`config.mk`:
```
export PLATFORM = sky130hd
export DESIGN_NAME = fmdc_top
export DESIGN_NICKNAME = d
export VERILOG_FILES = /design/src/hdl/fmdc_pkg.sv /design/src/hdl/fmdc_sync.sv /design/src/hdl/fmdc_tick.sv /design/src/hdl/fmdc_top.sv
export SDC_FILE = /design/constraint.sdc
export NUM_CORES = 1
export LEC_CHECK = 0
export ABC_AREA = 1
export BUFFER_PORTS_ARGS = -buffer_cell sky130_fd_sc_hd__buf_2
export CORE_ASPECT_RATIO = 1.75
export CORE_MARGIN = 2
export CORE_UTILIZATION = 30
export CTS_CLUSTER_SIZE = 28
export DETAILED_ROUTE_END_ITERATION = 10
export GPL_ROUTABILITY_DRIVEN = 0
export PLACE_DENSITY = 0.47
export SLEW_MARGIN = 20
export SYNTH_ARGS = -nofsm -noshare
export SYNTH_HDL_FRONTEND = slang
export SYNTH_SLANG_ARGS = --single-unit
```
`constraint.sdc`:
```
create_clock -name pclk -period 4.3 [get_ports pclk]
set_clock_uncertainty 0.15 [all_clocks]
set_input_delay 0.215 -clock pclk [delete_from_list [all_inputs] [get_ports pclk]]
set_output_delay 0.215 -clock pclk [all_outputs]
set_load 0.03 [all_outputs]
```
`src/hdl/fmdc_pkg.sv`:
```
package fmdc_pkg;
  // Clock and time base
  localparam int CLK_PERIOD_NS = 5;
  localparam int CLK_HZ = 1000000000 / CLK_PERIOD_NS;
  localparam int TICK_NS = 1000;
  localparam int TICK_CYC = TICK_NS / CLK_PERIOD_NS;
  localparam int TICKS_PER_MS = 1000000 / TICK_NS;

  // Protection and start timing, nominal figures
  localparam int LOCK_ON_MS = 500;
  localparam int LOCK_OFF_MS = 5000;
  localparam int STANDBY_MS = 1;
  localparam int ASSIST_MAX_MS = 250;
  localparam int ASSIST_HZ = 33000;
  localparam int LOCK_ON_TICKS = LOCK_ON_MS * TICKS_PER_MS;
  localparam int LOCK_OFF_TICKS = LOCK_OFF_MS * TICKS_PER_MS;
  localparam int STANDBY_TICKS = STANDBY_MS * TICKS_PER_MS;
  localparam int ASSIST_TICKS = ASSIST_MAX_MS * TICKS_PER_MS;
  localparam int CHOP_HALF_CYC = CLK_HZ / (2 * ASSIST_HZ);
  localparam int CNT_W = 23;
  localparam int CHOP_W = 12;
  localparam int TICK_W = 8;

  // Register map
  localparam int APB_AW = 8;
  localparam logic [7:0] ADDR_CTRL = 8'h00;
  localparam logic [7:0] ADDR_STATUS = 8'h04;
  localparam logic [7:0] ADDR_INT_STAT = 8'h08;
  localparam logic [7:0] ADDR_INT_MASK = 8'h0c;
  localparam int CTRL_LOCK_EN = 0;
  localparam int CTRL_ASSIST_OK = 1;
  localparam logic [1:0] CTRL_RST = 2'h3;
  localparam int EVT_W = 4;
  localparam logic [3:0] INT_MASK_RST = 4'h0;

  typedef enum logic [1:0] {
    ST_STANDBY = 2'b00,
    ST_ASSIST = 2'b01,
    ST_RUN = 2'b10,
    ST_LOCKOFF = 2'b11
  } fmdc_state_t;

  typedef struct packed {
    logic rotate;
    logic restart;
    logic standby;
    logic lock_trip;
  } fmdc_evt_t;

  typedef struct packed {
    logic coil_a;
    logic coil_b;
    logic bias;
    logic tacho_oe_n;
  } fmdc_drive_t;
endpackage

```
`src/hdl/fmdc_sync.sv`:
```
`timescale 1ns/1ps
`default_nettype none
module fmdc_sync #(
  parameter int W = 1,
  parameter logic [W-1:0] RST_VAL = '0
) (
  // Clock and reset
  input wire logic pclk,
  input wire logic presetn,
  // Data
  input wire logic [W-1:0] d,
  output logic [W-1:0] q
);
  logic [W-1:0] meta_ff;

  always_ff @(posedge pclk or negedge presetn)
  begin
    if (!presetn)
    begin
      meta_ff <= RST_VAL;
      q <= RST_VAL;
    end
    else
    begin
      meta_ff <= d;
      q <= meta_ff;
    end
  end
endmodule
`default_nettype wire

```
`src/hdl/fmdc_tick.sv`:
```
`timescale 1ns/1ps
`default_nettype none
module fmdc_tick #(
  parameter int DIV = fmdc_pkg::TICK_CYC
) (
  // Clock and reset
  input wire logic pclk,
  input wire logic presetn,
  // One-cycle pulse every DIV cycles
  output logic tick
);
  logic [fmdc_pkg::TICK_W-1:0] cnt_ff;

  always_ff @(posedge pclk or negedge presetn)
  begin
    if (!presetn)
    begin
      cnt_ff <= '0;
      tick <= 1'b0;
    end
    else
    begin
      tick <= (cnt_ff == fmdc_pkg::TICK_W'(DIV - 1));
      cnt_ff <= (cnt_ff == fmdc_pkg::TICK_W'(DIV - 1)) ? '0 : cnt_ff + 1'b1;
    end
  end
endmodule
`default_nettype wire

```
`src/hdl/fmdc_top.sv`:
```
`timescale 1ns/1ps
`default_nettype none
// Functional notes
// Lock on-time 0.50 s from internal counter
// Lock off-time 5.0 s, same counter
// No sensor edge: outputs off, retry
// Speed input low turns high side off
// Open speed input means full drive
// Host drives speed input above 2kHz
// Speed low over 1ms disables protection
// Speed resumes: drive at once
// Standby: bias off, tacho released
// Polarity selects outputs and tacho level
// Start assist: 50% at 33kHz, 250ms max
// Assist ignores duty, except zero duty
// Select pin low enables start assist
// Tacho needs external pull-up
module fmdc_top #(
  parameter int LOCK_ON_TICKS = fmdc_pkg::LOCK_ON_TICKS,
  parameter int LOCK_OFF_TICKS = fmdc_pkg::LOCK_OFF_TICKS,
  parameter int STANDBY_TICKS = fmdc_pkg::STANDBY_TICKS,
  parameter int ASSIST_TICKS = fmdc_pkg::ASSIST_TICKS,
  parameter int TICK_DIV = fmdc_pkg::TICK_CYC
) (
  // Clock and reset
  input wire logic pclk,
  input wire logic presetn,
  // APB slave
  input wire logic psel,
  input wire logic penable,
  input wire logic pwrite,
  input wire logic [fmdc_pkg::APB_AW-1:0] paddr,
  input wire logic [31:0] pwdata,
  output logic [31:0] prdata,
  output logic pready,
  output logic pslverr,
  output logic irq,
  // Sensor and host pins
  input wire logic hall_pos_in,
  input wire logic hall_neg_in,
  input wire logic speed_in,
  input wire logic sel_in,
  // Motor and tacho pins
  output logic coil_drive_a,
  output logic coil_drive_b,
  output logic sensor_bias_out,
  output logic tacho_pulse_out_o,
  output logic tacho_pulse_out_oe_n
);
  localparam int CW = fmdc_pkg::CNT_W;

  function automatic logic hit(input logic [CW-1:0] c, input int lim);
    hit = (c == CW'(lim - 1));
  endfunction

  fmdc_pkg::fmdc_state_t state_ff, nxt_state;
  fmdc_pkg::fmdc_drive_t nxt_drv;
  fmdc_pkg::fmdc_evt_t evt;
  logic [3:0] pins_s;
  logic hall_pos_s, hall_neg_s, speed_s, sel_s, pol, pol_ff, hall_edge, tick;
  logic [CW-1:0] on_cnt_ff, off_cnt_ff, assist_cnt_ff, low_cnt_ff;
  logic [fmdc_pkg::CHOP_W-1:0] chop_cnt_ff;
  logic chop_ff, lock_done, off_done, assist_done, low_done, assist_en;
  logic [1:0] ctrl_ff;
  logic [fmdc_pkg::EVT_W-1:0] int_stat_ff, int_mask_ff, w1c;
  logic wr_en, acc_setup;
  logic [31:0] rd_mux;
  logic rd_err;
  fmdc_pkg::fmdc_state_t start_state;

  // Open speed pin reads high through the pad pull-up; reset agrees
  fmdc_sync #(.W(4), .RST_VAL(4'h6)) u_sync (
    .pclk(pclk),
    .presetn(presetn),
    .d({hall_pos_in, speed_in, sel_in, hall_neg_in}),
    .q(pins_s)
  );
  assign {hall_pos_s, speed_s, sel_s, hall_neg_s} = pins_s;

  fmdc_tick #(.DIV(TICK_DIV)) u_tick (
    .pclk(pclk),
    .presetn(presetn),
    .tick(tick)
  );

  assign pol = hall_pos_s & ~hall_neg_s;
  assign hall_edge = pol ^ pol_ff;
  assign assist_en = ~sel_s & ctrl_ff[fmdc_pkg::CTRL_ASSIST_OK];
  assign start_state = assist_en ? fmdc_pkg::ST_ASSIST : fmdc_pkg::ST_RUN;
  assign lock_done = ctrl_ff[fmdc_pkg::CTRL_LOCK_EN] & tick & ~hall_edge
                     & hit(on_cnt_ff, LOCK_ON_TICKS);
  assign off_done = tick & hit(off_cnt_ff, LOCK_OFF_TICKS);
  assign assist_done = tick & hit(assist_cnt_ff, ASSIST_TICKS);
  // Strictly more than the limit: the count already holds it
  assign low_done = tick & ~speed_s & (low_cnt_ff == CW'(STANDBY_TICKS));

  always_ff @(posedge pclk or negedge presetn)
  begin
    if (!presetn)
      pol_ff <= 1'b0;
    else
      pol_ff <= pol;
  end

  always_comb
  begin
    nxt_state = state_ff;
    case (state_ff)
      fmdc_pkg::ST_STANDBY:
        if (speed_s)
          nxt_state = start_state;
      fmdc_pkg::ST_ASSIST:
        if (low_done)
          nxt_state = fmdc_pkg::ST_STANDBY;
        else if (hall_edge || assist_done)
          nxt_state = fmdc_pkg::ST_RUN;
        else if (lock_done)
          nxt_state = fmdc_pkg::ST_LOCKOFF;
      fmdc_pkg::ST_RUN:
        if (low_done)
          nxt_state = fmdc_pkg::ST_STANDBY;
        else if (lock_done)
          nxt_state = fmdc_pkg::ST_LOCKOFF;
      fmdc_pkg::ST_LOCKOFF:
        if (low_done)
          nxt_state = fmdc_pkg::ST_STANDBY;
        else if (off_done)
          nxt_state = start_state;
      default:
        nxt_state = fmdc_pkg::ST_STANDBY;
    endcase
  end

  // Power-up passes through standby so a held-low speed pin never spins
  always_ff @(posedge pclk or negedge presetn)
  begin
    if (!presetn)
      state_ff <= fmdc_pkg::ST_STANDBY;
    else
      state_ff <= nxt_state;
  end

  // On-time runs across assist and run; any sensor edge restarts it
  always_ff @(posedge pclk or negedge presetn)
  begin
    if (!presetn)
      on_cnt_ff <= '0;
    else if (hall_edge || state_ff == fmdc_pkg::ST_STANDBY
             || state_ff == fmdc_pkg::ST_LOCKOFF
             || nxt_state == fmdc_pkg::ST_STANDBY
             || nxt_state == fmdc_pkg::ST_LOCKOFF)
      on_cnt_ff <= '0;
    else if (tick)
      on_cnt_ff <= on_cnt_ff + 1'b1;
  end

  always_ff @(posedge pclk or negedge presetn)
  begin
    if (!presetn)
      off_cnt_ff <= '0;
    else if (state_ff != fmdc_pkg::ST_LOCKOFF)
      off_cnt_ff <= '0;
    else if (tick)
      off_cnt_ff <= off_cnt_ff + 1'b1;
  end

  always_ff @(posedge pclk or negedge presetn)
  begin
    if (!presetn)
      assist_cnt_ff <= '0;
    else if (state_ff != fmdc_pkg::ST_ASSIST)
      assist_cnt_ff <= '0;
    else if (tick)
      assist_cnt_ff <= assist_cnt_ff + 1'b1;
  end

  // Saturates so a long stop cannot wrap back below the limit
  always_ff @(posedge pclk or negedge presetn)
  begin
    if (!presetn)
      low_cnt_ff <= '0;
    else if (speed_s)
      low_cnt_ff <= '0;
    else if (tick && low_cnt_ff != CW'(STANDBY_TICKS))
      low_cnt_ff <= low_cnt_ff + 1'b1;
  end

  // Free-running chopper; assist phase is not aligned to its entry
  always_ff @(posedge pclk or negedge presetn)
  begin
    if (!presetn)
    begin
      chop_cnt_ff <= '0;
      chop_ff <= 1'b0;
    end
    else if (chop_cnt_ff == fmdc_pkg::CHOP_W'(fmdc_pkg::CHOP_HALF_CYC - 1))
    begin
      chop_cnt_ff <= '0;
      chop_ff <= ~chop_ff;
    end
    else
      chop_cnt_ff <= chop_cnt_ff + 1'b1;
  end

  always_comb
  begin
    nxt_drv = '{coil_a: 1'b0, coil_b: 1'b0, bias: 1'b1, tacho_oe_n: pol};
    case (state_ff)
      fmdc_pkg::ST_RUN:
      begin
        nxt_drv.coil_a = pol & speed_s;
        nxt_drv.coil_b = ~pol & speed_s;
      end
      fmdc_pkg::ST_ASSIST:
      begin
        nxt_drv.coil_a = pol & chop_ff;
        nxt_drv.coil_b = ~pol & chop_ff;
      end
      fmdc_pkg::ST_STANDBY:
      begin
        nxt_drv.bias = 1'b0;
        nxt_drv.tacho_oe_n = 1'b1;
      end
      default:
        nxt_drv.bias = 1'b1;
    endcase
  end

  // Tacho only pulls low or lets go; the board supplies the high level
  always_ff @(posedge pclk or negedge presetn)
  begin
    if (!presetn)
    begin
      coil_drive_a <= 1'b0;
      coil_drive_b <= 1'b0;
      sensor_bias_out <= 1'b0;
      tacho_pulse_out_oe_n <= 1'b1;
      tacho_pulse_out_o <= 1'b0;
    end
    else
    begin
      coil_drive_a <= nxt_drv.coil_a;
      coil_drive_b <= nxt_drv.coil_b;
      sensor_bias_out <= nxt_drv.bias;
      tacho_pulse_out_oe_n <= nxt_drv.tacho_oe_n;
      tacho_pulse_out_o <= 1'b0;
    end
  end

  // Events and interrupt
  assign evt.lock_trip = (nxt_state == fmdc_pkg::ST_LOCKOFF)
                         && (state_ff != fmdc_pkg::ST_LOCKOFF);
  assign evt.standby = (nxt_state == fmdc_pkg::ST_STANDBY)
                       && (state_ff != fmdc_pkg::ST_STANDBY);
  assign evt.restart = ((state_ff == fmdc_pkg::ST_STANDBY)
                        || (state_ff == fmdc_pkg::ST_LOCKOFF))
                       && ((nxt_state == fmdc_pkg::ST_RUN)
                           || (nxt_state == fmdc_pkg::ST_ASSIST));
  assign evt.rotate = (state_ff == fmdc_pkg::ST_ASSIST) && hall_edge;

  // APB: one wait-free access phase, registered answer
  assign acc_setup = psel & ~penable;
  assign wr_en = psel & penable & pready & pwrite & ~pslverr;
  assign w1c = (wr_en && paddr == fmdc_pkg::ADDR_INT_STAT)
               ? pwdata[fmdc_pkg::EVT_W-1:0] : '0;

  always_comb
  begin
    rd_mux = 32'h0000_0000;
    rd_err = 1'b0;
    case (paddr)
      fmdc_pkg::ADDR_CTRL: rd_mux[1:0] = ctrl_ff;
      fmdc_pkg::ADDR_STATUS: rd_mux[4:0] = {assist_en, speed_s, pol, state_ff};
      fmdc_pkg::ADDR_INT_STAT: rd_mux[fmdc_pkg::EVT_W-1:0] = int_stat_ff;
      fmdc_pkg::ADDR_INT_MASK: rd_mux[fmdc_pkg::EVT_W-1:0] = int_mask_ff;
      default: rd_err = 1'b1;
    endcase
  end

  always_ff @(posedge pclk or negedge presetn)
  begin
    if (!presetn)
    begin
      pready <= 1'b0;
      pslverr <= 1'b0;
      prdata <= 32'h0000_0000;
    end
    else
    begin
      pready <= acc_setup;
      pslverr <= acc_setup & rd_err;
      prdata <= (acc_setup && !pwrite) ? rd_mux : 32'h0000_0000;
    end
  end

  always_ff @(posedge pclk or negedge presetn)
  begin
    if (!presetn)
    begin
      ctrl_ff <= fmdc_pkg::CTRL_RST;
      int_mask_ff <= fmdc_pkg::INT_MASK_RST;
    end
    else if (wr_en && paddr == fmdc_pkg::ADDR_CTRL)
      ctrl_ff <= pwdata[1:0];
    else if (wr_en && paddr == fmdc_pkg::ADDR_INT_MASK)
      int_mask_ff <= pwdata[fmdc_pkg::EVT_W-1:0];
  end

  // New event beats a clear in the same cycle
  always_ff @(posedge pclk or negedge presetn)
  begin
    if (!presetn)
    begin
      int_stat_ff <= '0;
      irq <= 1'b0;
    end
    else
    begin
      int_stat_ff <= (int_stat_ff & ~w1c) | evt;
      irq <= |(((int_stat_ff & ~w1c) | evt) & int_mask_ff);
    end
  end

  // Checks
  property p_speed_low_off;
    @(posedge pclk) disable iff (!presetn)
    (state_ff == fmdc_pkg::ST_RUN && !speed_s) |=> (!coil_drive_a && !coil_drive_b);
  endproperty
  a_speed_low_off: assert property (p_speed_low_off) else $error("drive with speed low");

  property p_polarity;
    @(posedge pclk) disable iff (!presetn)
    (state_ff == fmdc_pkg::ST_RUN && speed_s)
      |=> (coil_drive_a == $past(pol)) && (coil_drive_b == !$past(pol))
          && (tacho_pulse_out_oe_n == $past(pol));
  endproperty
  a_polarity: assert property (p_polarity) else $error("outputs disagree with sensor");

  property p_standby_pins;
    @(posedge pclk) disable iff (!presetn)
    (state_ff == fmdc_pkg::ST_STANDBY) |=> (!sensor_bias_out && tacho_pulse_out_oe_n);
  endproperty
  a_standby_pins: assert property (p_standby_pins) else $error("standby pins wrong");

  property p_lockoff_quiet;
    @(posedge pclk) disable iff (!presetn)
    (state_ff == fmdc_pkg::ST_LOCKOFF) |=> (!coil_drive_a && !coil_drive_b);
  endproperty
  a_lockoff_quiet: assert property (p_lockoff_quiet) else $error("drive during off-time");

  property p_lock_on_time;
    @(posedge pclk) disable iff (!presetn)
    (state_ff != fmdc_pkg::ST_LOCKOFF) ##1 (state_ff == fmdc_pkg::ST_LOCKOFF)
      |-> ($past(on_cnt_ff) == CW'(LOCK_ON_TICKS - 1)) && $past(tick);
  endproperty
  a_lock_on_time: assert property (p_lock_on_time) else $error("lock trip at wrong time");

  property p_lock_off_time;
    @(posedge pclk) disable iff (!presetn)
    (state_ff == fmdc_pkg::ST_LOCKOFF) ##1 (state_ff != fmdc_pkg::ST_LOCKOFF)
      && (state_ff != fmdc_pkg::ST_STANDBY)
      |-> $past(off_cnt_ff) == CW'(LOCK_OFF_TICKS - 1);
  endproperty
  a_lock_off_time: assert property (p_lock_off_time) else $error("retry at wrong time");

  property p_standby_entry;
    @(posedge pclk) disable iff (!presetn)
    (state_ff != fmdc_pkg::ST_STANDBY) ##1 (state_ff == fmdc_pkg::ST_STANDBY)
      |-> ($past(low_cnt_ff) == CW'(STANDBY_TICKS)) && !$past(speed_s);
  endproperty
  a_standby_entry: assert property (p_standby_entry) else $error("standby entry early");

  property p_quick_start;
    @(posedge pclk) disable iff (!presetn)
    (state_ff == fmdc_pkg::ST_STANDBY && speed_s) |=> (state_ff == $past(start_state)) ##1
      (sensor_bias_out);
  endproperty
  a_quick_start: assert property (p_quick_start) else $error("no immediate restart");

  property p_assist_chop;
    @(posedge pclk) disable iff (!presetn)
    (state_ff == fmdc_pkg::ST_ASSIST)
      |=> (coil_drive_a == ($past(pol) && $past(chop_ff)))
          && (coil_drive_b == (!$past(pol) && $past(chop_ff)));
  endproperty
  a_assist_chop: assert property (p_assist_chop) else $error("assist drive not chopped");

  property p_assist_max;
    @(posedge pclk) disable iff (!presetn)
    (state_ff == fmdc_pkg::ST_ASSIST) |-> assist_cnt_ff < CW'(ASSIST_TICKS);
  endproperty
  a_assist_max: assert property (p_assist_max) else $error("assist too long");

  property p_irq;
    @(posedge pclk) disable iff (!presetn)
    ##1 (irq == |$past((int_stat_ff & ~w1c | evt) & int_mask_ff));
  endproperty
  a_irq: assert property (p_irq) else $error("interrupt level wrong");

  c_lock_trip: cover property (@(posedge pclk) disable iff (!presetn) evt.lock_trip);
  c_standby: cover property (@(posedge pclk) disable iff (!presetn) evt.standby);
  c_retry: cover property (@(posedge pclk) disable iff (!presetn)
    state_ff == fmdc_pkg::ST_LOCKOFF ##1 state_ff == fmdc_pkg::ST_ASSIST);
  c_rotate: cover property (@(posedge pclk) disable iff (!presetn) evt.rotate);
endmodule
`default_nettype wire

```
==> results.py <==
metrics = {
    "status": {
        "status": "completed",
    },
    "setup_path": {
        "critPathLaunchType": "flip-flop",
        "crit_fanout": 22,
        "max_stage_delay_ps": 760,
        "crit_path_end_kind": "flip-flop",
        "path_class": "reg -> reg",
        "cp.arrival_ps": 3430,
        "cp_cell_sequence": "ha_1, nand3_1, nand3_1, a21oi_1, ha_1, nor4_2, nand2_1, inv_2, o21ai_1, o21ai_0, nand2_1, inv_1",
        "slowest_stage": "ha_1",
        "path_buf_inv": 2,
        "critPathRequiredTime_ps": 4540,
        "crit_family": "adder cells",
    },
    "cts": {
        "cts_resized": 0,
        "clk_pin_slew_ps": 60,
        "cts_htree_levels": 4,
        "cts.sink_count": 147,
        "clock_path_buffers": 2,
        "cts-root-buf": "clkbuf_16",
        "cts_tree": "yes",
        "clkLatencyLatePin_ps": 450,
        "hold_buffers": 15,
        "post-cts-setup-buffer-count": 0,
        "cts_buffers": 17,
    },
    "route": {
        "viasPerCell": 4.61,
        "drc_errors": 0,
        "via_count": 7148,
        "drt-pass1-iter-count": 5,
        "wl_um": 21500,
        "wl_per_cell_um": 13.9,
        "drt_iter0_markers": 287,
        "detail-route-antenna-nets": 0,
    },
    "placement": {
        "place_inst": 1505,
        "hpwl_um": 16100,
        "place_area_um2": 8890,
        "portBuffers": 32,
    },
    "sta": {
        "tns_ps": 0,
        "post-route-period-util": 0.743,
        "maxSlewViolCount": 0,
        "rsz0062_at_grt": "no",
        "finalHoldViolations": 0,
        "fin_hold_ws_ps": 14.9,
        "fin_crit_ps": 3190,
        "relSlewSlack": 0.378,
        "fmax_ghz": 0.313,
        "worst_pin_slew_ps": 925,
        "setup_viol": 0,
    },
    "logic_synthesis": {
        "synth_commonest_cells": "nand2_1 (245), inv_1 (157), dfrtp_1 (140), nor2_1 (130), nand3_1 (73)",
        "synth_flop_cell": "dfrtp_1",
        "synth_cell_types": 52,
        "yosysTopAreaCell": "dfrtp_1",
        "syn_area_um2": 8410,
        "synth_enable_flop_cells": 0,
        "synth-seq-cells": 147,
        "postSynthCellCount": 1109,
        "syn_area_per_cell_um2": 7.58,
        "yosysWarnings": 0,
        "yosysMostFrequentCell": "nand2_1",
        "async_flop_share": 1.00,
        "seq_area_frac_synth": 0.439,
        "synth_top_area_share": 0.417,
        "synthTopCellsByArea": "dfrtp_1 (42%), nand2_1 (11%), inv_1 (7.0%)",
    },
    "die": {
        "die_y_um": 225,
        "rows": 81,
        "core_area_um2": 27800,
        "start_util": 0.303,
        "die_area_um2": 29400,
        "fp.dieW_um": 131,
        "ios": 89,
    },
    "power_and_ir_drop": {
        "worst_ir_drop_vdd_mv": 0.298,
        "powerDensity_nw_per_um2": 331,
        "p_leak_nw": 4.34,
    },
    "layout": {
        "layout-drive-gt1-share": 0.122,
        "n_antenna_cell": 0,
        "syn2layout_area_growth_pct": 14.2,
        "final_nets": 1229,
        "stdcell_count": 1552,
        "final_cell_area_um2": 9600,
        "fin_util": 0.346,
    },
    "grt": {
        "overflow": 0,
        "antenna_found_initial": 0,
        "first_global_vias": 7220,
        "grt_usage": 0.157,
        "grt_pass1_wl_um": 35600,
        "grt_max_degree": 84,
    },
    "worst_hold_path": {
        "holdCritPathClass": "in -> reg",
    },
    "run": {
        "max-cap-violations": 0,
    },
}
## layout by cell type, fill, tap and decap left out, drive strengths merged, types with 16 or more instances in the layout
| cell | instances |
|---|---|
| buf | 39 |
| nor2 | 144 |
| inv | 171 |
| a21oi | 47 |
| xor2 | 16 |
| nor3 | 46 |
| conb | 28 |
| nand4 | 31 |
| dfrtp | 140 |
| nand3 | 75 |
| nand2 | 256 |
| clkbuf | 20 |
| o21ai | 81 |
## routing by layer
metal	global-route usage	up-vias	wire length, µm
met2	0.304	101	12300
met4	0.0724	0	693
met3	0.0278	38	511
met1	0.157	3375	8030
li1	-	3634	-
met5	0	-	0
## final timing paths
check	start	end	slack (ps)	cells after the start
hold / removal	paddr[3]	prdata[0]$_DFF_PN0_	10	4
setup reg to reg	state_ff[0]$_DFF_PN0_	on_cnt_ff[14]$_DFFE_PN0P_	1110	12
setup / recovery	state_ff[0]$_DFF_PN0_	on_cnt_ff[14]$_DFFE_PN0P_	1110	12
hold reg to reg	u_sync.meta_ff[2]$_DFF_PN1_	u_sync.q[2]$_DFF_PN1_	210	0
max in group asynchronous	presetn	on_cnt_ff[5]$_DFFE_PN0P_	2750	3
min in group asynchronous	presetn	chop_cnt_ff[8]$_DFF_PN0_	260	2
## logic make-up (layout without fill, tap and decap cells)
family                   Yosys count  after routing  share of synthesized area
adder cells (fa/ha/maj)           14             14                     0.0208
AO/OA/AOI/OAI                    147            147                     0.0963
AND/OR/NAND/NOR                  566            566                      0.309
buffers and inverters            214            257                      0.114
other                              1             28                   0.000446
XOR/XNOR                          20             20                     0.0208
flip-flops                       147            147                      0.439
## state kept, by name (all words and copies together), names as in the netlist, 5 cells and up
register / count
prdata: 5
u_tick.cnt_ff: 8
off_cnt_ff: 23
assist_cnt_ff: 23
low_cnt_ff: 23
on_cnt_ff: 23
chop_cnt_ff: 12
## tightest hold or removal path, stage by stage
cell and delay, ps:
buf_2 140, nor3_2 70, nand2_1 50, a41oi_1 90
## where the power goes
group	internal (mW)	leakage [nW]	switching (mW)	total (mW)
sequential	1.41	1.96	0.0156	1.42
combinational	0.0771	2.11	0.229	0.306
clock	0.824	0.264	0.624	1.45
total	2.31	4.34	0.869	3.18
## metrics by stage
step | total power, mW | worst slack, ps
floorplan | 1.66 | 1750
global placement | 1.75 | 1100
detailed placement | 1.75 | 1090
CTS | 3.24 | 1080
global route | 3.32 | 804
finish | 3.18 | 1110
## final cells by class
type,instances,area [µm²]
fillers,3035,18200
flip-flops and latches,147,3690
inverters,171,649
well taps,373,467
clock inverters,12,109
repair buffers,54,369
clock buffers,20,457
multi-input cells,775,3860
Note: power is estimated with default switching activity, not from simulation.
